--- config.mk ---
export PLATFORM = sky130hd
export DESIGN_NAME = edc_channel
export DESIGN_NICKNAME = d
export VERILOG_FILES = /design/src/include/edc_pkg.sv /design/src/edc_channel.sv
export SDC_FILE = /design/constraint.sdc
export NUM_CORES = 1
export LEC_CHECK = 0
export ABC_AREA = 1
export BUFFER_PORTS_ARGS = -buffer_cell sky130_fd_sc_hd__buf_2
export CELL_PAD_IN_SITES_DETAIL_PLACEMENT = 1
export CELL_PAD_IN_SITES_GLOBAL_PLACEMENT = 2
export CORE_ASPECT_RATIO = 0.7
export CORE_UTILIZATION = 28
export CTS_BUF_LIST = sky130_fd_sc_hd__clkbuf_16
export DETAILED_ROUTE_END_ITERATION = 12
export PLACE_DENSITY = 0.68
export SYNTH_ARGS = -nofsm -noshare
export SYNTH_HDL_FRONTEND = slang
export SYNTH_SLANG_ARGS = --single-unit
export TNS_END_PERCENT = 1
--- constraint.sdc ---
create_clock -name clk_in -period 8.85 [get_ports clk_in]
set_input_delay 0.4425 -clock clk_in [delete_from_list [all_inputs] [get_ports clk_in]]
set_output_delay 0.4425 -clock clk_in [all_outputs]
set_load 0.05 [all_outputs]
--- src/include/edc_pkg.sv ---
// Constants, types and register map of the external bus DMA channel
package edc_pkg;

  // Register byte addresses on the Wishbone bus
  localparam logic [23:0] REG_SRC = 24'hFFFC80;
  localparam logic [23:0] REG_DST = 24'hFFFC84;
  localparam logic [23:0] REG_STEP = 24'hFFFC88;
  localparam logic [23:0] REG_COUNT = 24'hFFFC8C;
  localparam logic [23:0] REG_MODE = 24'hFFFC94;
  localparam logic [23:0] REG_ADDRCTL = 24'hFFFC98;
  localparam logic [23:0] REG_IRQ_STS = 24'hFFFC9C;
  localparam logic [23:0] REG_IRQ_MSK = 24'hFFFCA0;

  // Mode control fields
  localparam int XFER_EN_BIT = 31;
  localparam int REQ_SENSE_BIT = 27;
  localparam int END_FLAG_BIT = 16;
  localparam int SIZE_LSB = 14;
  localparam int MODE_LSB = 12;
  localparam int END_IE_BIT = 8;
  localparam int SRC_SEL_LSB = 6;
  localparam int PRIO_LSB = 0;
  localparam logic [31:0] MODE_WMASK = 32'h8800_F1C7;

  // Address control fields
  localparam int AMODE_BIT = 31;
  localparam int SUPD_LSB = 20;
  localparam int DUPD_LSB = 16;
  localparam logic [31:0] ADDRCTL_WMASK = 32'h8033_0000;

  // Field codes
  localparam logic [1:0] SIZE_BYTE = 2'h0;
  localparam logic [1:0] SIZE_WORD = 2'h1;
  localparam logic [1:0] SIZE_LONG = 2'h2;
  localparam logic [1:0] MODE_NORMAL = 2'h0;
  localparam logic [1:0] SRC_EXT = 2'h3;
  localparam logic AMODE_DUAL = 1'b0;
  localparam logic [1:0] UPD_FIXED = 2'h0;
  localparam logic [1:0] UPD_OFFSET = 2'h1;
  localparam logic [1:0] UPD_INC = 2'h2;
  localparam logic [1:0] UPD_DEC = 2'h3;

  // Interrupt status layout
  localparam int IRQ_W = 2;
  localparam int IRQ_END_BIT = 0;
  localparam int IRQ_BEAT_BIT = 1;

  // Reset values
  localparam logic [31:0] RST_WORD = 32'h0000_0000;
  localparam logic [IRQ_W-1:0] RST_IRQ = 2'h0;

  typedef enum logic [1:0] {
    ST_IDLE = 2'b00,
    ST_READ = 2'b01,
    ST_WRITE = 2'b11,
    ST_STEP = 2'b10
  } edc_state_e;

  typedef struct packed {
    edc_state_e st;
    logic [31:0] src;
    logic [31:0] dst;
    logic [31:0] step;
    logic [31:0] count;
    logic [31:0] mode;
    logic [31:0] addrctl;
    logic [IRQ_W-1:0] sts;
    logic [IRQ_W-1:0] msk;
    logic first_pend;
    logic req_prev;
    logic edge_pend;
    logic [31:0] hold;
    logic wb_ack;
    logic [31:0] wb_dat;
    logic mem_req;
    logic mem_we;
    logic [31:0] mem_addr;
    logic [31:0] mem_wdata;
  } edc_state_s;

endpackage : edc_pkg

--- src/edc_channel.sv ---
// One external bus DMA channel with Wishbone register slave and memory master port
//
// The Wishbone register port was decided locally.
`timescale 1ns/1ps
// What this block does
// Transfers run only while the transfer enable bit is one.
// Request sense bit picks low level (0) or falling edge (1) detection.
// With edge sense, first request after enabling is taken on low level.
// Two-bit access size; 00 gives byte accesses.
// Two-bit transfer mode field; 00 gives normal transfer mode.
// Two-bit activation source; 11 means the external request pin.
// Three-bit priority field ranks channel against CPU; 111 is highest.
// Interrupt enable gates the transfer end interrupt request.
// Transfer end flag in mode register shows end request occurred.
// Address mode bit; zero selects dual address read then write.
// Source update field; 01 adds the offset after each transfer.
// Destination update field; 01 adds the offset after each transfer.
// Hardware rewrites source address with next value after each transfer.
// Hardware rewrites destination address with next value after each transfer.
// Byte count drops by the access size bytes on each transfer.
// On-chip peripheral interrupts must not be used to start the channel.
// At count zero: set end flag, clear enable, interrupt if enabled.
// Offset mode adds a programmable offset register to the address.
module edc_channel (
  input wire logic clk_in,
  input wire logic srst_in,
  input wire logic wb_cyc_in,
  input wire logic wb_stb_in,
  input wire logic wb_we_in,
  input wire logic [23:0] wb_adr_in,
  input wire logic [3:0] wb_sel_in,
  input wire logic [31:0] wb_dat_in,
  output logic [31:0] wb_dat_out,
  output logic wb_ack_out,
  input wire logic ext_transfer_request_n_in,
  output logic bus_req_out,
  input wire logic bus_gnt_in,
  output logic [2:0] cpu_priority_out,
  output logic mem_req_out,
  output logic mem_we_out,
  output logic [31:0] mem_addr_out,
  output logic [1:0] mem_size_out,
  output logic [31:0] mem_wdata_out,
  input wire logic [31:0] mem_rdata_in,
  input wire logic mem_ack_in,
  output logic irq_out
);
  import edc_pkg::*;

  edc_state_s r;
  edc_state_s nxt;

  function automatic logic [31:0] apply_sel(input logic [31:0] old, input logic [31:0] din,
                                            input logic [3:0] sel);
    logic [31:0] res;
    res = old;
    for (int i = 0; i < 4; i++) begin
      if (sel[i]) begin
        res[i*8 +: 8] = din[i*8 +: 8];
      end
    end
    return res;
  endfunction : apply_sel

  // Reserved size code is treated as a long access
  function automatic logic [31:0] size_bytes(input logic [1:0] code);
    logic [31:0] n;
    unique case (code)
      SIZE_BYTE: n = 32'h0000_0001;
      SIZE_WORD: n = 32'h0000_0002;
      default: n = 32'h0000_0004;
    endcase
    return n;
  endfunction : size_bytes

  function automatic logic [31:0] next_addr(input logic [31:0] a, input logic [1:0] upd,
                                            input logic [31:0] sz, input logic [31:0] ofs);
    logic [31:0] n;
    unique case (upd)
      UPD_FIXED: n = a;
      UPD_OFFSET: n = a + ofs;
      UPD_INC: n = a + sz;
      UPD_DEC: n = a - sz;
    endcase
    return n;
  endfunction : next_addr

  logic enabled;
  logic edge_sense;
  logic ext_src;
  logic runnable;
  logic req_low;
  logic req_fall;
  logic req_hit;
  logic [31:0] sz;
  logic wb_hit;
  logic wb_wr;
  logic sw_en_rise;
  logic [31:0] mode_view;
  logic [31:0] rd_mux;
  logic [IRQ_W-1:0] irq_set;
  logic [IRQ_W-1:0] irq_gate;

  always_comb begin
    enabled = r.mode[XFER_EN_BIT];
    edge_sense = r.mode[REQ_SENSE_BIT];
    ext_src = (r.mode[SRC_SEL_LSB +: 2] == SRC_EXT);
    // Only dual address, normal mode is built; other codes hold the channel idle
    runnable = enabled && (r.mode[MODE_LSB +: 2] == MODE_NORMAL)
               && (r.addrctl[AMODE_BIT] == AMODE_DUAL)
               && (r.count != RST_WORD);
    req_low = !ext_transfer_request_n_in;
    req_fall = r.req_prev && !ext_transfer_request_n_in;
    // Non-pin sources run as auto request: no peripheral interrupt can start us
    if (!ext_src) begin
      req_hit = 1'b1;
    end else if (edge_sense) begin
      req_hit = req_fall || r.edge_pend || (r.first_pend && req_low);
    end else begin
      req_hit = req_low;
    end
    sz = size_bytes(r.mode[SIZE_LSB +: 2]);
    mode_view = r.mode;
    mode_view[END_FLAG_BIT] = r.sts[IRQ_END_BIT];
    wb_hit = 1'b1;
    unique case (wb_adr_in)
      REG_SRC: rd_mux = r.src;
      REG_DST: rd_mux = r.dst;
      REG_STEP: rd_mux = r.step;
      REG_COUNT: rd_mux = r.count;
      REG_MODE: rd_mux = mode_view;
      REG_ADDRCTL: rd_mux = r.addrctl;
      REG_IRQ_STS: rd_mux = {{(32-IRQ_W){1'b0}}, r.sts};
      REG_IRQ_MSK: rd_mux = {{(32-IRQ_W){1'b0}}, r.msk};
      default: begin
        rd_mux = RST_WORD;
        wb_hit = 1'b0;
      end
    endcase
    wb_wr = wb_cyc_in && wb_stb_in && wb_we_in && !r.wb_ack && wb_hit;
    // End interrupt is only passed when its enable bit is set
    irq_gate = r.msk;
    irq_gate[IRQ_END_BIT] = r.msk[IRQ_END_BIT] && r.mode[END_IE_BIT];
  end

  always_comb begin
    nxt = r;
    irq_set = RST_IRQ;
    sw_en_rise = 1'b0;
    nxt.req_prev = ext_transfer_request_n_in;

    // Wishbone slave: ack one cycle after the request, dropped the next cycle
    nxt.wb_ack = wb_cyc_in && wb_stb_in && !r.wb_ack;
    nxt.wb_dat = (wb_cyc_in && wb_stb_in && !r.wb_ack && !wb_we_in) ? rd_mux : RST_WORD;

    // An edge seen without grant or mid transfer waits here, else it would be lost
    if (!enabled) begin
      nxt.edge_pend = 1'b0;
    end else if (req_fall && ext_src && edge_sense) begin
      nxt.edge_pend = 1'b1;
    end

    // Transfer engine
    unique case (r.st)
      ST_IDLE: begin
        if (runnable && req_hit && bus_gnt_in) begin
          nxt.first_pend = 1'b0;
          // A new edge in the start cycle stays pending for the next transfer
          nxt.edge_pend = r.edge_pend && req_fall;
          nxt.st = ST_READ;
          nxt.mem_req = 1'b1;
          nxt.mem_we = 1'b0;
          nxt.mem_addr = r.src;
        end
      end
      ST_READ: begin
        if (mem_ack_in) begin
          nxt.hold = mem_rdata_in;
          nxt.st = ST_WRITE;
          nxt.mem_we = 1'b1;
          nxt.mem_addr = r.dst;
          nxt.mem_wdata = mem_rdata_in;
        end
      end
      ST_WRITE: begin
        if (mem_ack_in) begin
          nxt.st = ST_STEP;
          nxt.mem_req = 1'b0;
          nxt.mem_we = 1'b0;
        end
      end
      ST_STEP: begin
        nxt.st = ST_IDLE;
        nxt.src = next_addr(r.src, r.addrctl[SUPD_LSB +: 2], sz, r.step);
        nxt.dst = next_addr(r.dst, r.addrctl[DUPD_LSB +: 2], sz, r.step);
        irq_set[IRQ_BEAT_BIT] = 1'b1;
        if (r.count <= sz) begin
          nxt.count = RST_WORD;
          nxt.mode[XFER_EN_BIT] = 1'b0;
          irq_set[IRQ_END_BIT] = 1'b1;
        end else begin
          nxt.count = r.count - sz;
        end
      end
    endcase

    // Software writes win over the hardware update of the same register, except interrupt status
    if (wb_wr) begin
      unique case (wb_adr_in)
        REG_SRC: nxt.src = apply_sel(r.src, wb_dat_in, wb_sel_in);
        REG_DST: nxt.dst = apply_sel(r.dst, wb_dat_in, wb_sel_in);
        REG_STEP: nxt.step = apply_sel(r.step, wb_dat_in, wb_sel_in);
        REG_COUNT: nxt.count = apply_sel(r.count, wb_dat_in, wb_sel_in);
        REG_MODE: begin
          nxt.mode = apply_sel(r.mode, wb_dat_in, wb_sel_in) & MODE_WMASK;
          sw_en_rise = !r.mode[XFER_EN_BIT] && nxt.mode[XFER_EN_BIT];
        end
        REG_ADDRCTL: nxt.addrctl = apply_sel(r.addrctl, wb_dat_in, wb_sel_in) & ADDRCTL_WMASK;
        REG_IRQ_STS: begin
          if (wb_sel_in[0]) begin
            nxt.sts = r.sts & ~wb_dat_in[IRQ_W-1:0];
          end
        end
        REG_IRQ_MSK: begin
          if (wb_sel_in[0]) begin
            nxt.msk = wb_dat_in[IRQ_W-1:0];
          end
        end
        default: begin
        end
      endcase
    end

    // A fresh enable arms the level-sensed first request
    if (sw_en_rise) begin
      nxt.first_pend = 1'b1;
    end

    // Hardware set beats a write-one-to-clear in the same cycle
    nxt.sts = nxt.sts | irq_set;
  end

  always_ff @(posedge clk_in) begin
    if (srst_in) begin
      r.st <= ST_IDLE;
      r.src <= RST_WORD;
      r.dst <= RST_WORD;
      r.step <= RST_WORD;
      r.count <= RST_WORD;
      r.mode <= RST_WORD;
      r.addrctl <= RST_WORD;
      r.sts <= RST_IRQ;
      r.msk <= RST_IRQ;
      r.first_pend <= 1'b0;
      r.req_prev <= 1'b1;
      r.edge_pend <= 1'b0;
      r.hold <= RST_WORD;
      r.wb_ack <= 1'b0;
      r.wb_dat <= RST_WORD;
      r.mem_req <= 1'b0;
      r.mem_we <= 1'b0;
      r.mem_addr <= RST_WORD;
      r.mem_wdata <= RST_WORD;
    end else begin
      r <= nxt;
    end
  end

  // Bus is requested while the channel could use it or holds it
  assign bus_req_out = (r.st != ST_IDLE) || (runnable && req_hit);
  assign cpu_priority_out = r.mode[PRIO_LSB +: 3];
  assign wb_ack_out = r.wb_ack;
  assign wb_dat_out = r.wb_dat;
  assign mem_req_out = r.mem_req;
  assign mem_we_out = r.mem_we;
  assign mem_addr_out = r.mem_addr;
  assign mem_size_out = r.mode[SIZE_LSB +: 2];
  assign mem_wdata_out = r.mem_wdata;
  assign irq_out = |(r.sts & irq_gate);

endmodule : edc_channel

* Word level (Yosys, flattened, before mapping)
Cells that the tools add are included.
** Word-level totals
- Flip-flop bits (word level) :: 253
- Input port bits :: 100
- Output and inout bits :: 106
** Operators by class
- Add/subtract/negate cells :: 7
- $lt $le $gt $ge :: 1
- Eq/ne operators :: 35
- Multiplexer cells :: 58
- Bitwise gates (word level) :: 6
- Reductions and logical operators :: 56
** Operator list (number)
- $pmux W32 S4 :: 2
- $pmux W32 S8 :: 1
- $mux W32 :: 7
- $mux W196 :: 1
- $eq A24 B24 Y1 const B :: 8
- $add A32 B32 Y32 :: 4
- $mux W8 :: 14
- $sub A32 B32 Y32 :: 3
- $mux W65 :: 1
- $mux W64 :: 1
- $pmux W32 S2 :: 1
- $ne A3 B3 Y1 const B :: 13
- $reduce_and A3 Y1 :: 13
- $mux W34 :: 1
- $mux W33 :: 1
- $le A32 B32 Y1 :: 1
- $reduce_bool A32 Y1 :: 1
- $logic_and A1 B1 Y1 :: 18
- $mux W2 :: 9
- $eq A2 B2 Y1 const B :: 7
- $mux W1 :: 14
- $logic_not A2 Y1 :: 5
- $reduce_bool A2 Y1 :: 5
- $eq A2 B1 Y1 const B :: 4
- 17 further kinds :: 28

* Logic depth before layout (Yosys ltp)
- Depth in word-level cells :: 11
- Mapped depth :: 27
- Mapped depth without buffers :: 27

* Worst setup path before layout
OpenSTA, ideal clock, no wires.
- Path kind :: register to register
- Start :: register r[234] in the netlist's numbering
- End :: register r[324] in the netlist's numbering
- Library setup time :: 132 ps
- Data arrival time :: 3338 ps
- Data required time :: 8718 ps
- Path slack :: 5380 ps
- Cell stages (with the launch flop) :: 26
- Buffers on the path :: 0
- Period minus slack after synthesis :: 3470 ps
- Path through :: dfxtp_1 inv_1 ha_1 nand3_1 nor2_1 nand3_1 nor2_1 nand3_1 nor2_1 nand3b_1 nor2_1 xor2_1 inv_1 o21ai_0 ha_1 nand2_1 inv_1 a21boi_0 nor2_1 nor2_1 o211ai_1 or2_2 nand3_1 nand2_1 o21ai_0 a21oi_1
** On the way
- Word-level cells in the longest chain between the ends :: 5
** Ends and longest elaborated chain
- start, declared :: RTL line edc_channel.sv:50 : edc_state_s r;
- start signal, assigned :: RTL line edc_channel.sv:265 : r <= nxt;
- $add A32 B32 Y32 * :: RTL line edc_channel.sv:81 : UPD_OFFSET: n = a + ofs;
- $pmux W32 S4 * :: RTL line edc_channel.sv:79 : unique case (upd)
- $mux W64 * :: RTL line edc_channel.sv:164 : unique case (r.st)
- $mux W32 :: RTL line edc_channel.sv:209 : unique case (wb_adr_in)
- $mux W196 * :: RTL line edc_channel.sv:208 : if (wb_wr) begin
Mark *: on every way between the ends. The rest lies on a longest branch, timed or not.
A chain may end at the register's enable or synchronous reset.

* Worst setup path after layout
- Start :: register r[253] in the netlist's numbering
- End :: register r[297] in the netlist's numbering
Same word-level chain as after synthesis.

==> results.txt <==
Antenna-violating nets left = 0
Status = completed
Clk pin slew, worst setup/hold paths = 0.07 ns
Post-synth EDFFs = 0
Most frequent cell after synthesis = nand2_1
Fin Hold WS = 0.0652 ns
Setup TNS = 0 ns
Syn Std Cell Area = 18400 um2
Die Area = 66600 um2
Worst slew pin tran = 1.33 ns
CP required = 9.27 ns
Gate Count Post-Synth = 2939
Ant. Diodes = 0
Initial antenna violation count = 2
CP startpoint kind = flop
Gr usage total = 0.277
CP Data Arrival Time = 5.50 ns
Vias in the first global route = 20.7k
Core Footprint = 64800 um2
Pre-CTS WS = 4.05 ns
Post-synth top cells = 676 x nand2_1, 388 x nor2_1, 266 x inv_1, 253 x dfxtp_1, 224 x o21ai_0
CTS tree = built
Site Rows = 78
#FFs+latches synth = 253
First-pass GRT wire length = 138000 um
VDD IR max = 0.150 mV
H-tree lvl count = 1
Number of distinct standard cells referenced by the synthesized netlist = 52
Sequential power share = 0.448
Wirelength, routed = 94500 um
Final period util = 0.574
Ys Warns = 0
Post_cts resized = 0
DR DRC count = 0
Final Hold Fails = 0
Synth area leaders = dfxtp_1 28%, nand2_1 14%, nor2_1 7.9%
Slew HR = 0.101
Comb pwr share = 0.034
Unrepaired setup endpoints after global routing = no
Worst Skew = 0.0200 ns
Crit-path max FO = 6
Fmax = 197 MHz
Post-CTS Setup Inserts = 0
Asr flop ratio synth = 0
DP HPWL = 73800 um
Syn_nets = 3109
Max Root-Sink Buffers = 3
Final setup vio count = 0
Hold_buf cts = 0
Port buffer count = 205
Switch share = 0.259
Initial Utilization = 0.283
Pwr Total = 0.00254 W
Root Driver = clkbuf_16
Crit path capture type = flop
RePlAce Congestion = 0.941
Sw power = 0.000657 W
Clk pwr share = 0.518
Die span in x = 308 um
Largest net degree at the start of global routing = 87
Top cell type's share of synthesized area = 0.276
Setup ws final = 3.77 ns
Int Power = 0.00188 W
Ports = 206
Static Leakage = 9.48 nW
Post-route minimum period = 5.08 ns
Share of layout cells above drive strength 1 = 0.109
First drt pass iteration count = 7
Final #Nets = 3154
Avg Cell Area, Syn = 6.25 um2
Slew Viols, Final = 0
Worst hold path type = in2reg
Main synth FF type = dfxtp_1
Largest area contributor in the netlist = dfxtp_1
Wire per inst = 24.3 um
Clk sinks = 253
Via density per instance = 5.34
CP Class = reg2reg
Area growth syn-to-layout = 11.5%
Die Ht = 216 um
Max_cap viols = 0
CTS Buf Count = 31
Global route total overflow = 0
Vias = 20.8k
Worst-skew pair later-pin latency = 0.61 ns
PD cells = 124 nW/um2
Seq/Total Area, Yosys = 0.276
Starting DRT DRC Count = 1762
final cells by class:
class,count,area [um2]
fillers,8492,44300
multi-input cells,2187,11000
flip-flops and latches,253,5060
repair buffers,233,1240
well taps,880,1100
inverters,278,1040
clock buffers,31,776
clock inverters,26,211
layout by cell type (no fill, tap or decap), types with 28 or more instances in the layout:
master       n
nand2_1    676
nor2_1     384
inv_1      268
dfxtp_1    253
o21ai_0    224
a21oi_1    211
buf_2      204
nand3_1    196
nor3_1      70
ha_1        67
a31oi_1     58
xor2_1      46
clkbuf_16   31
buf_4       29
o211ai_1    28
stage by stage:
| step | utilization | area [um2] | instances |
|---|---|---|---|
| finish | 0.316 | 20500 | 3888 |
| global route | 0.316 | 20500 | 3888 |
| CTS | 0.316 | 20500 | 3888 |
| detailed placement | 0.301 | 19500 | 3831 |
| global placement | 0.301 | 19500 | 3831 |
| floorplan | - | 18400 | 2939 |
path summary, 6_finish.rpt:
path / from / to / slack (ns) / cells past startpoint
min: mem_rdata_in[23] / mem_wdata_out[23]$_SDFFE_PP0P_ / 0.07 / 3
min reg2reg: mem_addr_out[28]$_SDFFE_PP0P_ / mem_addr_out[28]$_SDFFE_PP0P_ / 0.46 / 2
max: r[253]$_SDFFE_PP0P_ / r[297]$_SDFFE_PP0P_ / 3.77 / 18
max reg2reg: r[253]$_SDFFE_PP0P_ / r[297]$_SDFFE_PP0P_ / 3.77 / 18
cells by family after synthesis:
group / after synthesis / share of synthesized area
adder cells (fa/ha/maj): 70 / 0.0489
AND/OR/NAND/NOR: 1404 / 0.320
buffers and inverters: 499 / 0.125
AO/OA/AOI/OAI: 644 / 0.198
flip-flops: 253 / 0.276
multiplexers: 1 / 0.000545
XOR/XNOR: 68 / 0.0324
power groups by stage:
stage               Sequential (W)  Combinational [W]  Clock [W]
floorplan                  0.00117          0.0000328          0
global placement           0.00116          0.0000860          0
detailed placement         0.00116          0.0000869          0
CTS                        0.00114          0.0000872    0.00135
global route               0.00114          0.0000927    0.00139
finish                     0.00114          0.0000865    0.00132
sequential cells by signal, summed over array words and instances, names as in the netlist:
name	cells
wb_ack_out	1
r	140
mem_wdata_out	32
mode_view	6
irq_gate	1
wb_dat_out	32
cpu_priority_out	3
edge_sense	1
mem_size_out	2
mem_addr_out	32
enabled	1
mem_we_out	1
mem_req_out	1
routing by layer:
layer	routed length, um	vias up	global-route usage
li1	-	9786	-
met1	47300	10200	0.413
met2	40100	601	0.424
met3	4460	126	0.0227
met4	2720	0	0.0748
met5	0	-	0
critical path: stages, from the launching register on:
cell and delay [ns]:
dfxtp_1 0.41, nor4_1 1.02, nand4_1 0.60, inv_1 0.20, nand2_1 0.09, xnor2_1 0.24, nand2_1 0.09, nand2_1 0.12
ha_1 0.38, a21oi_1 0.25, o21ai_0 0.29, a21oi_1 0.42, nand2_1 0.09, a21oi_1 0.30, nand3_1 0.11, nand2_1 0.07
o21ai_0 0.08, nand2_1 0.07, a21oi_1 0.06
Note: power is estimated with default switching activity, not from simulation.
